[config.mk]
export PLATFORM = sky130hd
export DESIGN_NAME = bobse_core
export DESIGN_NICKNAME = d
export VERILOG_FILES = /design/src/logic/bobse_pkg.sv /design/src/logic/bobse_file_mem.sv /design/src/logic/bobse_core.sv
export SDC_FILE = /design/constraint.sdc
export NUM_CORES = 1
export LEC_CHECK = 0
export ABC_AREA = 1
export BUFFER_PORTS_ARGS = -buffer_cell sky130_fd_sc_hd__buf_2
export CAP_MARGIN = 20
export CORE_UTILIZATION = 52
export DETAILED_ROUTE_END_ITERATION = 10
export PLACE_DENSITY = 0.79
export SLEW_MARGIN = 20
export SYNTH_ARGS = -nofsm -noshare
export SYNTH_HDL_FRONTEND = slang
export SYNTH_SLANG_ARGS = --single-unit
[constraint.sdc]
create_clock -name clock_in -period 3.7 [get_ports clock_in]
set_input_delay 0.74 -clock clock_in [delete_from_list [all_inputs] [get_ports clock_in]]
set_output_delay 0.74 -clock clock_in [all_outputs]
set_load 0.01 [all_outputs]
[src/logic/bobse_pkg.sv]
// constants and types shared by the byte-op, branch and skip execution core
package bobse_pkg;

  // ****************************************
  // widths
  // ****************************************
  localparam int PC_W = 11;
  localparam int INSTR_W = 12;
  localparam int DATA_W = 8;
  localparam int FILE_AW = 5;

  // ****************************************
  // reset values
  // ****************************************
  localparam logic [PC_W-1:0] PC_RESET = 11'h000;
  localparam logic [DATA_W-1:0] ACC_RESET = 8'h00;
  localparam logic [DATA_W-1:0] STATUS_RESET = 8'h00;
  localparam logic [INSTR_W-1:0] INSTR_RESET = 12'h000;

  // ****************************************
  // field positions
  // ****************************************
  localparam logic [FILE_AW-1:0] STATUS_ADDR = 5'h03;
  localparam int Z_BIT = 2;
  localparam int PAGE_LO = 5;
  localparam int PAGE_HI = 6;
  localparam int DEST_BIT = 5;
  localparam int JUMP_K_W = 9;
  localparam int SQUASH_IDX = 1;

  // ****************************************
  // instruction codes and masks
  // ****************************************
  localparam logic [INSTR_W-1:0] MASK_FD = 12'hfc0;
  localparam logic [INSTR_W-1:0] MASK_F = 12'hfe0;
  localparam logic [INSTR_W-1:0] MASK_JUMP = 12'he00;
  localparam logic [INSTR_W-1:0] MASK_LIT = 12'hf00;
  localparam logic [INSTR_W-1:0] OP_DEC_SKIP = 12'h2c0;
  localparam logic [INSTR_W-1:0] OP_INC_SKIP = 12'h3c0;
  localparam logic [INSTR_W-1:0] OP_OR_FILE = 12'h100;
  localparam logic [INSTR_W-1:0] OP_COPY_FILE = 12'h200;
  localparam logic [INSTR_W-1:0] OP_STORE_ACC = 12'h020;
  localparam logic [INSTR_W-1:0] OP_JUMP = 12'ha00;
  localparam logic [INSTR_W-1:0] OP_OR_LIT = 12'hd00;

  // ****************************************
  // pipeline states
  // ****************************************
  typedef enum logic [1:0] {
    ST_EXEC = 2'b01,
    ST_SQUASH = 2'b10
  } bobse_state_t;

endpackage

[src/logic/bobse_file_mem.sv]
// file register storage with registered, write-through read port
`timescale 1ns/1ps
module bobse_file_mem
#(
  parameter int AW = 5,
  parameter int DW = 8
)
(
  input wire logic clock_in,
  input wire logic rst_in,
  input wire logic ce_in,
  input wire logic wr_en_in,
  input wire logic [AW-1:0] wr_addr_in,
  input wire logic [DW-1:0] wr_data_in,
  input wire logic [AW-1:0] rd_addr_in,
  output logic [DW-1:0] rd_data_out
);

  // ****************************************
  // parameter check
  // ****************************************
  if (AW < 1 || AW > 8 || DW < 1)
  begin : g_bad_size
    $error("file memory size not supported");
  end

  // ****************************************
  // state
  // ****************************************
  typedef struct packed {
    logic [(1<<AW)-1:0][DW-1:0] cells;
    logic [DW-1:0] rd;
  } bobse_mem_st_t;

  bobse_mem_st_t r;
  bobse_mem_st_t n;

  // write, then read with bypass so a just-written value is seen
  always_comb
  begin
    n = r;
    if (ce_in)
    begin
      if (wr_en_in)
        n.cells[wr_addr_in] = wr_data_in;
      n.rd = n.cells[rd_addr_in];
    end
  end

  // register the state
  always_ff @(posedge clock_in)
  begin
    if (rst_in)
      r <= '0;
    else
      r <= n;
  end

  assign rd_data_out = r.rd;

endmodule

[src/logic/bobse_core.sv]
// execution core for skip, jump, or, store and copy instructions
//
// Notes on behaviour
// - destination bit picks accumulator or file register
// - decrement, no flags, zero result squashes next
// - increment, no flags, zero result squashes next
// - jump: immediate to low bits, page bits high
// - jump takes two cycles, flags untouched
// - or literal into accumulator, zero flag updated
// - or accumulator with file, zero flag updated
// - store accumulator to any file address, flags kept except when the address is status
// - copy file register, zero flag updated, tests
`timescale 1ns/1ps
module bobse_core
  import bobse_pkg::*;
(
  input wire logic clock_in,
  input wire logic rst_in,
  input wire logic ce_in,
  input wire logic [bobse_pkg::INSTR_W-1:0] instr_in,
  output logic [bobse_pkg::PC_W-1:0] program_counter_out,
  output logic [bobse_pkg::DATA_W-1:0] acc_out,
  output logic [bobse_pkg::DATA_W-1:0] status_out,
  output logic [bobse_pkg::INSTR_W-1:0] exec_instr_out,
  output logic squash_out
);
  import bobse_pkg::*;

  // ****************************************
  // state
  // ****************************************
  typedef struct packed {
    bobse_state_t state;
    logic [INSTR_W-1:0] instr;
    logic [PC_W-1:0] program_counter;
    logic [DATA_W-1:0] acc;
    logic [DATA_W-1:0] status;
  } bobse_core_st_t;

  localparam bobse_core_st_t CORE_RESET = '{
    state: ST_SQUASH,
    instr: INSTR_RESET,
    program_counter: PC_RESET,
    acc: ACC_RESET,
    status: STATUS_RESET
  };

  bobse_core_st_t r;
  bobse_core_st_t n;

  logic [DATA_W-1:0] mem_rd;
  logic [FILE_AW-1:0] fsel;
  logic dest_file;
  logic [DATA_W-1:0] fval;
  logic is_dec;
  logic is_inc;
  logic is_or_file;
  logic is_copy;
  logic is_store;
  logic is_jump;
  logic is_or_lit;
  logic [DATA_W-1:0] result;
  logic wr_acc;
  logic wr_file;
  logic upd_z;
  logic skip;
  logic executing;
  logic [PC_W-1:0] jump_target;

  // ****************************************
  // decode of the instruction in execute
  // ****************************************
  assign fsel = r.instr[FILE_AW-1:0];
  assign dest_file = r.instr[DEST_BIT];
  assign executing = (r.state == ST_EXEC);
  // status lives in the core, other addresses in the file memory
  assign fval = (fsel == STATUS_ADDR) ? r.status : mem_rd;
  assign is_dec = (r.instr & MASK_FD) == OP_DEC_SKIP;
  assign is_inc = (r.instr & MASK_FD) == OP_INC_SKIP;
  assign is_or_file = (r.instr & MASK_FD) == OP_OR_FILE;
  assign is_copy = (r.instr & MASK_FD) == OP_COPY_FILE;
  assign is_store = (r.instr & MASK_F) == OP_STORE_ACC;
  assign is_jump = (r.instr & MASK_JUMP) == OP_JUMP;
  assign is_or_lit = (r.instr & MASK_LIT) == OP_OR_LIT;
  // page bits of status over the 9-bit immediate
  assign jump_target = {r.status[PAGE_HI:PAGE_LO],
    r.instr[JUMP_K_W-1:0]};

  // ****************************************
  // result, destination and flag selection
  // ****************************************
  always_comb
  begin
    result = '0;
    wr_acc = 1'b0;
    wr_file = 1'b0;
    upd_z = 1'b0;
    skip = 1'b0;
    if (is_dec || is_inc)
    begin
      // eight-bit sum wraps, so 255 + 1 and 1 - 1 both skip
      result = is_dec ? fval - 8'h01 : fval + 8'h01;
      wr_acc = !dest_file;
      wr_file = dest_file;
      skip = (result == 8'h00);
    end
    else if (is_or_file || is_copy)
    begin
      result = is_copy ? fval : (r.acc | fval);
      wr_acc = !dest_file;
      wr_file = dest_file;
      upd_z = 1'b1;
    end
    else if (is_or_lit)
    begin
      result = r.acc | r.instr[DATA_W-1:0];
      wr_acc = 1'b1;
      upd_z = 1'b1;
    end
    else if (is_store)
    begin
      result = r.acc;
      wr_file = 1'b1;
    end
  end

  // ****************************************
  // next state
  // ****************************************
  always_comb
  begin
    n = r;
    if (ce_in)
    begin
      n.instr = instr_in;
      n.program_counter = r.program_counter + 11'h001;
      n.state = ST_EXEC;
      if (executing)
      begin
        if (wr_acc)
          n.acc = result;
        if (wr_file && fsel == STATUS_ADDR)
          n.status = result;
        if (upd_z)
          n.status[Z_BIT] = (result == 8'h00);
        if (skip)
          n.state = ST_SQUASH;
        if (is_jump)
        begin
          n.program_counter = jump_target;
          n.state = ST_SQUASH;
        end
      end
    end
  end

  // register the state
  always_ff @(posedge clock_in)
  begin
    if (rst_in)
      r <= CORE_RESET;
    else
      r <= n;
  end

  // ****************************************
  // file register space
  // ****************************************
  bobse_file_mem #(
    .AW(FILE_AW),
    .DW(DATA_W)
  ) u_file_mem (
    .clock_in(clock_in),
    .rst_in(rst_in),
    .ce_in(ce_in),
    .wr_en_in(executing && wr_file),
    .wr_addr_in(fsel),
    .wr_data_in(result),
    .rd_addr_in(instr_in[FILE_AW-1:0]),
    .rd_data_out(mem_rd)
  );

  // outputs straight from the state flops
  assign program_counter_out = r.program_counter;
  assign acc_out = r.acc;
  assign status_out = r.status;
  assign exec_instr_out = r.instr;
  assign squash_out = r.state[SQUASH_IDX];

  // ****************************************
  // checks
  // ****************************************
  a_jump_target: assert property (
    @(posedge clock_in) disable iff (rst_in)
    ce_in && executing && is_jump |=>
      program_counter_out == $past(jump_target))
    else $error("jump target wrong");

  a_jump_two_cycles: assert property (
    @(posedge clock_in) disable iff (rst_in)
    ce_in && executing && is_jump |=>
      squash_out && status_out == $past(status_out))
    else $error("jump did not squash or changed flags");

  a_dec_skip: assert property (
    @(posedge clock_in) disable iff (rst_in)
    ce_in && executing && is_dec |=>
      squash_out == ($past(fval) == 8'h01) &&
      (status_out == $past(status_out) ||
        $past(fsel) == STATUS_ADDR && $past(dest_file)))
    else $error("decrement skip wrong");

  a_inc_wrap_skip: assert property (
    @(posedge clock_in) disable iff (rst_in)
    ce_in && executing && is_inc && fval == 8'hff |=>
      squash_out ##1 (!squash_out || !$past(ce_in)))
    else $error("increment of 255 did not skip");

  a_or_literal: assert property (
    @(posedge clock_in) disable iff (rst_in)
    ce_in && executing && is_or_lit |=>
      acc_out == ($past(acc_out) | $past(r.instr[7:0])))
    else $error("or literal result wrong");

  a_zero_flag: assert property (
    @(posedge clock_in) disable iff (rst_in)
    ce_in && executing && upd_z |=>
      status_out[Z_BIT] == ($past(result) == 8'h00))
    else $error("zero flag wrong");

  a_store_acc: assert property (
    @(posedge clock_in) disable iff (rst_in)
    ce_in && executing && is_store && fsel != STATUS_ADDR |->
      wr_file && result == acc_out ##1 status_out == $past(status_out))
    else $error("store wrong or flags changed");

  a_dest_acc: assert property (
    @(posedge clock_in) disable iff (rst_in)
    ce_in && executing && (is_or_file || is_dec) && !dest_file |=>
      acc_out == $past(result))
    else $error("accumulator destination not written");

  a_copy_test: assert property (
    @(posedge clock_in) disable iff (rst_in)
    ce_in && executing && is_copy && dest_file |=>
      acc_out == $past(acc_out) &&
      status_out[Z_BIT] == ($past(fval) == 8'h00))
    else $error("copy as test wrong");

  a_or_file: assert property (
    @(posedge clock_in) disable iff (rst_in)
    ce_in && executing && is_or_file |=>
      acc_out == ($past(dest_file) ? $past(acc_out) :
        ($past(acc_out) | $past(fval))))
    else $error("or with file wrong");

endmodule

==> flow_metrics.env <==
export IMPL_finalSetupViolations=0
export IMPL_ctsHoldBuffers=0
export IMPL_final_fill_count=3259
export IMPL_cp_data_arrival_time_ns=3.91
export IMPL_finalHoldViolCount=0
export IMPL_synth_compound_area_share_pct=21.25
export IMPL_power_leakage_nw=9.828
export IMPL_firstDrtPassIters=6
export IMPL_synth_area_leaders="dfxtp_1 (33%), nand3_1 (15%), nand2_1 (10%), o211ai_1 (9.9%), inv_1 (7.9%)"
export IMPL_globalplace_congestion=1.003
export IMPL_numCtsBuffers=36
export IMPL_skew_ns=0.01247
export IMPL_holdWs_ns=0.4755
export IMPL_crit_required_ns=4.20
export IMPL_final_common_cell="nand3_1"
export IMPL_avgSynthCellArea_um2=6.451
export IMPL_core_area_mm2=0.03488
export IMPL_swShare_pct=28.51
export IMPL_clkTransAtPathRegs_ns=0.06
export IMPL_critPathMaxFanout=32
export IMPL_areaGrowthSynthToFinish_pct=8.954
export IMPL_fin_crit_ns=3.412
export IMPL_grt_pass1_wl_mm=99.22
export IMPL_cts_tree="built"
export IMPL_synthAdderAreaFrac_pct=0.3366
export IMPL_synth_xor_area_share_pct=0.2289
export IMPL_vias_per_cell=6.119
export IMPL_wirelength_mm=63.39
export IMPL_synthMuxAreaShare_pct=0
export IMPL_drc_errors=0
export IMPL_hpwl_mm=40.29
export IMPL_cts_resized=0
export IMPL_num_antenna_cells=0
export IMPL_synth_area_leader_cell="dfxtp_1"
export IMPL_cp_buffers_inverters=3
export IMPL_maxCapViolCount=0
export IMPL_dieArea_mm2=0.03650
export IMPL_clkPwrFrac_pct=43.2
export IMPL_final_util_pct=58.05
export IMPL_worstSetupEndpointType="register"
export IMPL_slew_headroom_pct=20.69
export IMPL_p_comb_share_pct=14.6
export IMPL_grt_setup_unrepaired="no"
export IMPL_tightestPinTransition_ns=1.190
export IMPL_p_int_mw=6.105
export IMPL_grt_ovfl_total=0
export IMPL_clk_latency_ns=0.56
export IMPL_final_cell_mix="nand3_1 (540), nand2_1 (514), inv_1 (389)"
export IMPL_grt_usage_pct=34.38
export IMPL_ys_seq_area_share_pct=32.85
export IMPL_die_y_um=191.1
export IMPL_cts_root_buf="clkbuf_16"
export IMPL_outcome="completed"
export IMPL_start_util_pct=53.28
export IMPL_ys_warn_count=0
export IMPL_max_freq_mhz=293.1
export IMPL_ys_seq_elements=305
export IMPL_ir_drop_mv=0.4341
export IMPL_slew_violations=0
export IMPL_critPathTopFamily="simple AND/OR/NAND/NOR gates"
export IMPL_die_w_um=191.1
export IMPL_first_global_vias=18490
export IMPL_power_density_mw_per_mm2=421.8
export IMPL_path_cells="nand2_4 > clkinv_2 > nand3_4 > o21ai_1 > nand3_1 > o21bai_4 > nand2_1 > nand2_1 > nand2_1 > nand3_2 > buf_12 > and2_1 > nand2_1 > nand3_1 > nand3_1 > nand3_1 > nand3_1 > nand2_1 > nand2_1 > nand3_1 > nand2_1 > inv_1"
export IMPL_antenna_found_initial=0
export IMPL_clock_sinks=305
export IMPL_ioPinCount=55
export IMPL_slowest_delay_ns=0.40
export IMPL_synth_edf_count=0
export IMPL_drive_above_1_share_pct=9.149
export IMPL_cts_setup_buffers=0
export IMPL_cts_max_level=2
export IMPL_grt_max_degree=172
export IMPL_instances_no_fill=3286
export IMPL_route_vias_total=20110
export IMPL_synth_top_family_by_area="simple AND/OR/NAND/NOR gates"
export IMPL_portBuffers=54
export IMPL_synthFlopType="dfxtp_1"
export IMPL_cts_max_path_buffers=3
export IMPL_syn_cell_area_mm2=0.01859
export IMPL_final_min_period_over_clock_period_pct=92.21
export IMPL_synth_top_area_share_pct=32.85
export IMPL_rows=68
export IMPL_synth_nets=2901
export IMPL_p_sw_mw=2.435
export IMPL_cpMaxStageDelayCell="dfxtp_2"
export IMPL_wl_per_cell_um=19.29
export IMPL_nNetsFinal=2828
export IMPL_start_kind="register"
export IMPL_syn_inst=2881
export IMPL_pwr_share_seq_pct=42.1
export IMPL_synthArstFlopShare_pct=0
export IMPL_synthSimpleGateAreaFrac_pct=30.54
export IMPL_crit_type="register to register"
export IMPL_drt_iter0_drc=2935
export IMPL_min_path_type="register to register"
export IMPL_dp_cells=3225
export IMPL_ant_nets=0
export IMPL_fin_setup_tns_ns=0
export IMPL_synth_cell_types=47
export IMPL_crit_top_cell="nand2_1"
-- flip-flops by register name, indices dropped and copies added, names as in the netlist --
register                cells
u_file_mem.rd_data_out      8
r                           1
acc_out                     8
exec_instr_out             12
program_counter_out        11
status_out                  8
squash_out                  1
u_file_mem.r              256
-- power groups by stage --
stage                     sequential [mW]  combinational, mW  clock, mW
after floorplan                      3.63              0.898          0
after global placement               3.65               1.18          0
after detailed placement             3.66               1.21          0
after CTS                            3.59               1.21       3.71
after global routing                 3.61               1.37       3.85
final                                3.60               1.25       3.69
-- worst register-to-register path, stage by stage (launching register included) --
cell      delay (ns)
dfxtp_2         0.40
nand2_4         0.13
clkinv_2        0.13
nand3_4         0.14
o21ai_1         0.36
nand3_1         0.19
o21bai_4        0.19
nand2_1         0.09
nand2_1         0.06
nand2_1         0.07
nand3_2         0.09
buf_12          0.25
and2_1          0.30
nand2_1         0.12
nand3_1         0.09
nand3_1         0.08
nand3_1         0.07
nand3_1         0.22
nand2_1         0.13
nand2_1         0.06
nand3_1         0.07
nand2_1         0.05
inv_1           0.07
-- cell usage after synthesis (7+ instances only) --
master,instances
nor2_1,139
nand2_2,15
nand3_1,540
a21oi_1,103
nor3_1,9
inv_1,389
nand3_2,7
o21ai_0,250
o21ai_1,30
nand4_1,9
clkbuf_1,127
o211ai_1,244
nor2_2,11
buf_2,26
nand2_1,514
buf_1,29
dfxtp_1,305
buf_4,55
inv_2,16
-- per-stage QoR --
stage	setup WS, ns	instance area [um^2]	total power, mW
6_report	0.2882	20250	8.540
5_1_grt	0.003968	20250	8.833
4_1_cts	0.2761	20220	8.513
3_5_place_dp	0.3213	19030	4.865
3_3_place_gp	0.3479	19030	4.826
2_1_floorplan	0.9071	18590	4.530
-- final timing paths --
| path | to | start | cells past startpoint | slack (ns) |
|---|---|---|---|---|
| worst min-delay path | u_file_mem.r[127]$_SDFFE_PP0P_ | u_file_mem.r[127]$_SDFFE_PP0P_ | 2 | 0.48 |
| worst min register to register | u_file_mem.r[127]$_SDFFE_PP0P_ | u_file_mem.r[127]$_SDFFE_PP0P_ | 2 | 0.48 |
| worst max-delay path | u_file_mem.rd_data_out[5]$_SDFFE_PP0P_ | exec_instr_out[1]$_SDFFE_PP0P_ | 22 | 0.29 |
| worst max register to register | u_file_mem.rd_data_out[5]$_SDFFE_PP0P_ | exec_instr_out[1]$_SDFFE_PP0P_ | 22 | 0.29 |
-- layout make-up --
class	count	area [um^2]	area share [%]
clock buffer	49	1021	5.042
timing repair buffer	132	1062	5.246
inverter	413	1569	7.748
clock inverter	12	172.7	0.8527
multi-input combinational	1920	9747	48.13
tap	455	569.3	2.811
sequential	305	6108	30.17
-- per-layer routing --
layer	part of all wire (%)	up-vias	GRT usage (%)
li1	-	9453	-
met1	40	9240	43.38
met2	44	1195	53.79
met3	11	219	7.858
met4	5.5	0	19.54
met5	0	-	0
-- logic make-up after synthesis --
kind of cell,after synthesis
AO/OA/AOI/OAI,650
XOR/XNOR,4
adder cells (fa/ha/maj),5
buffers and inverters,656
flip-flops,305
AND/OR/NAND/NOR,1261
Note: power is estimated with default switching activity, not from simulation.
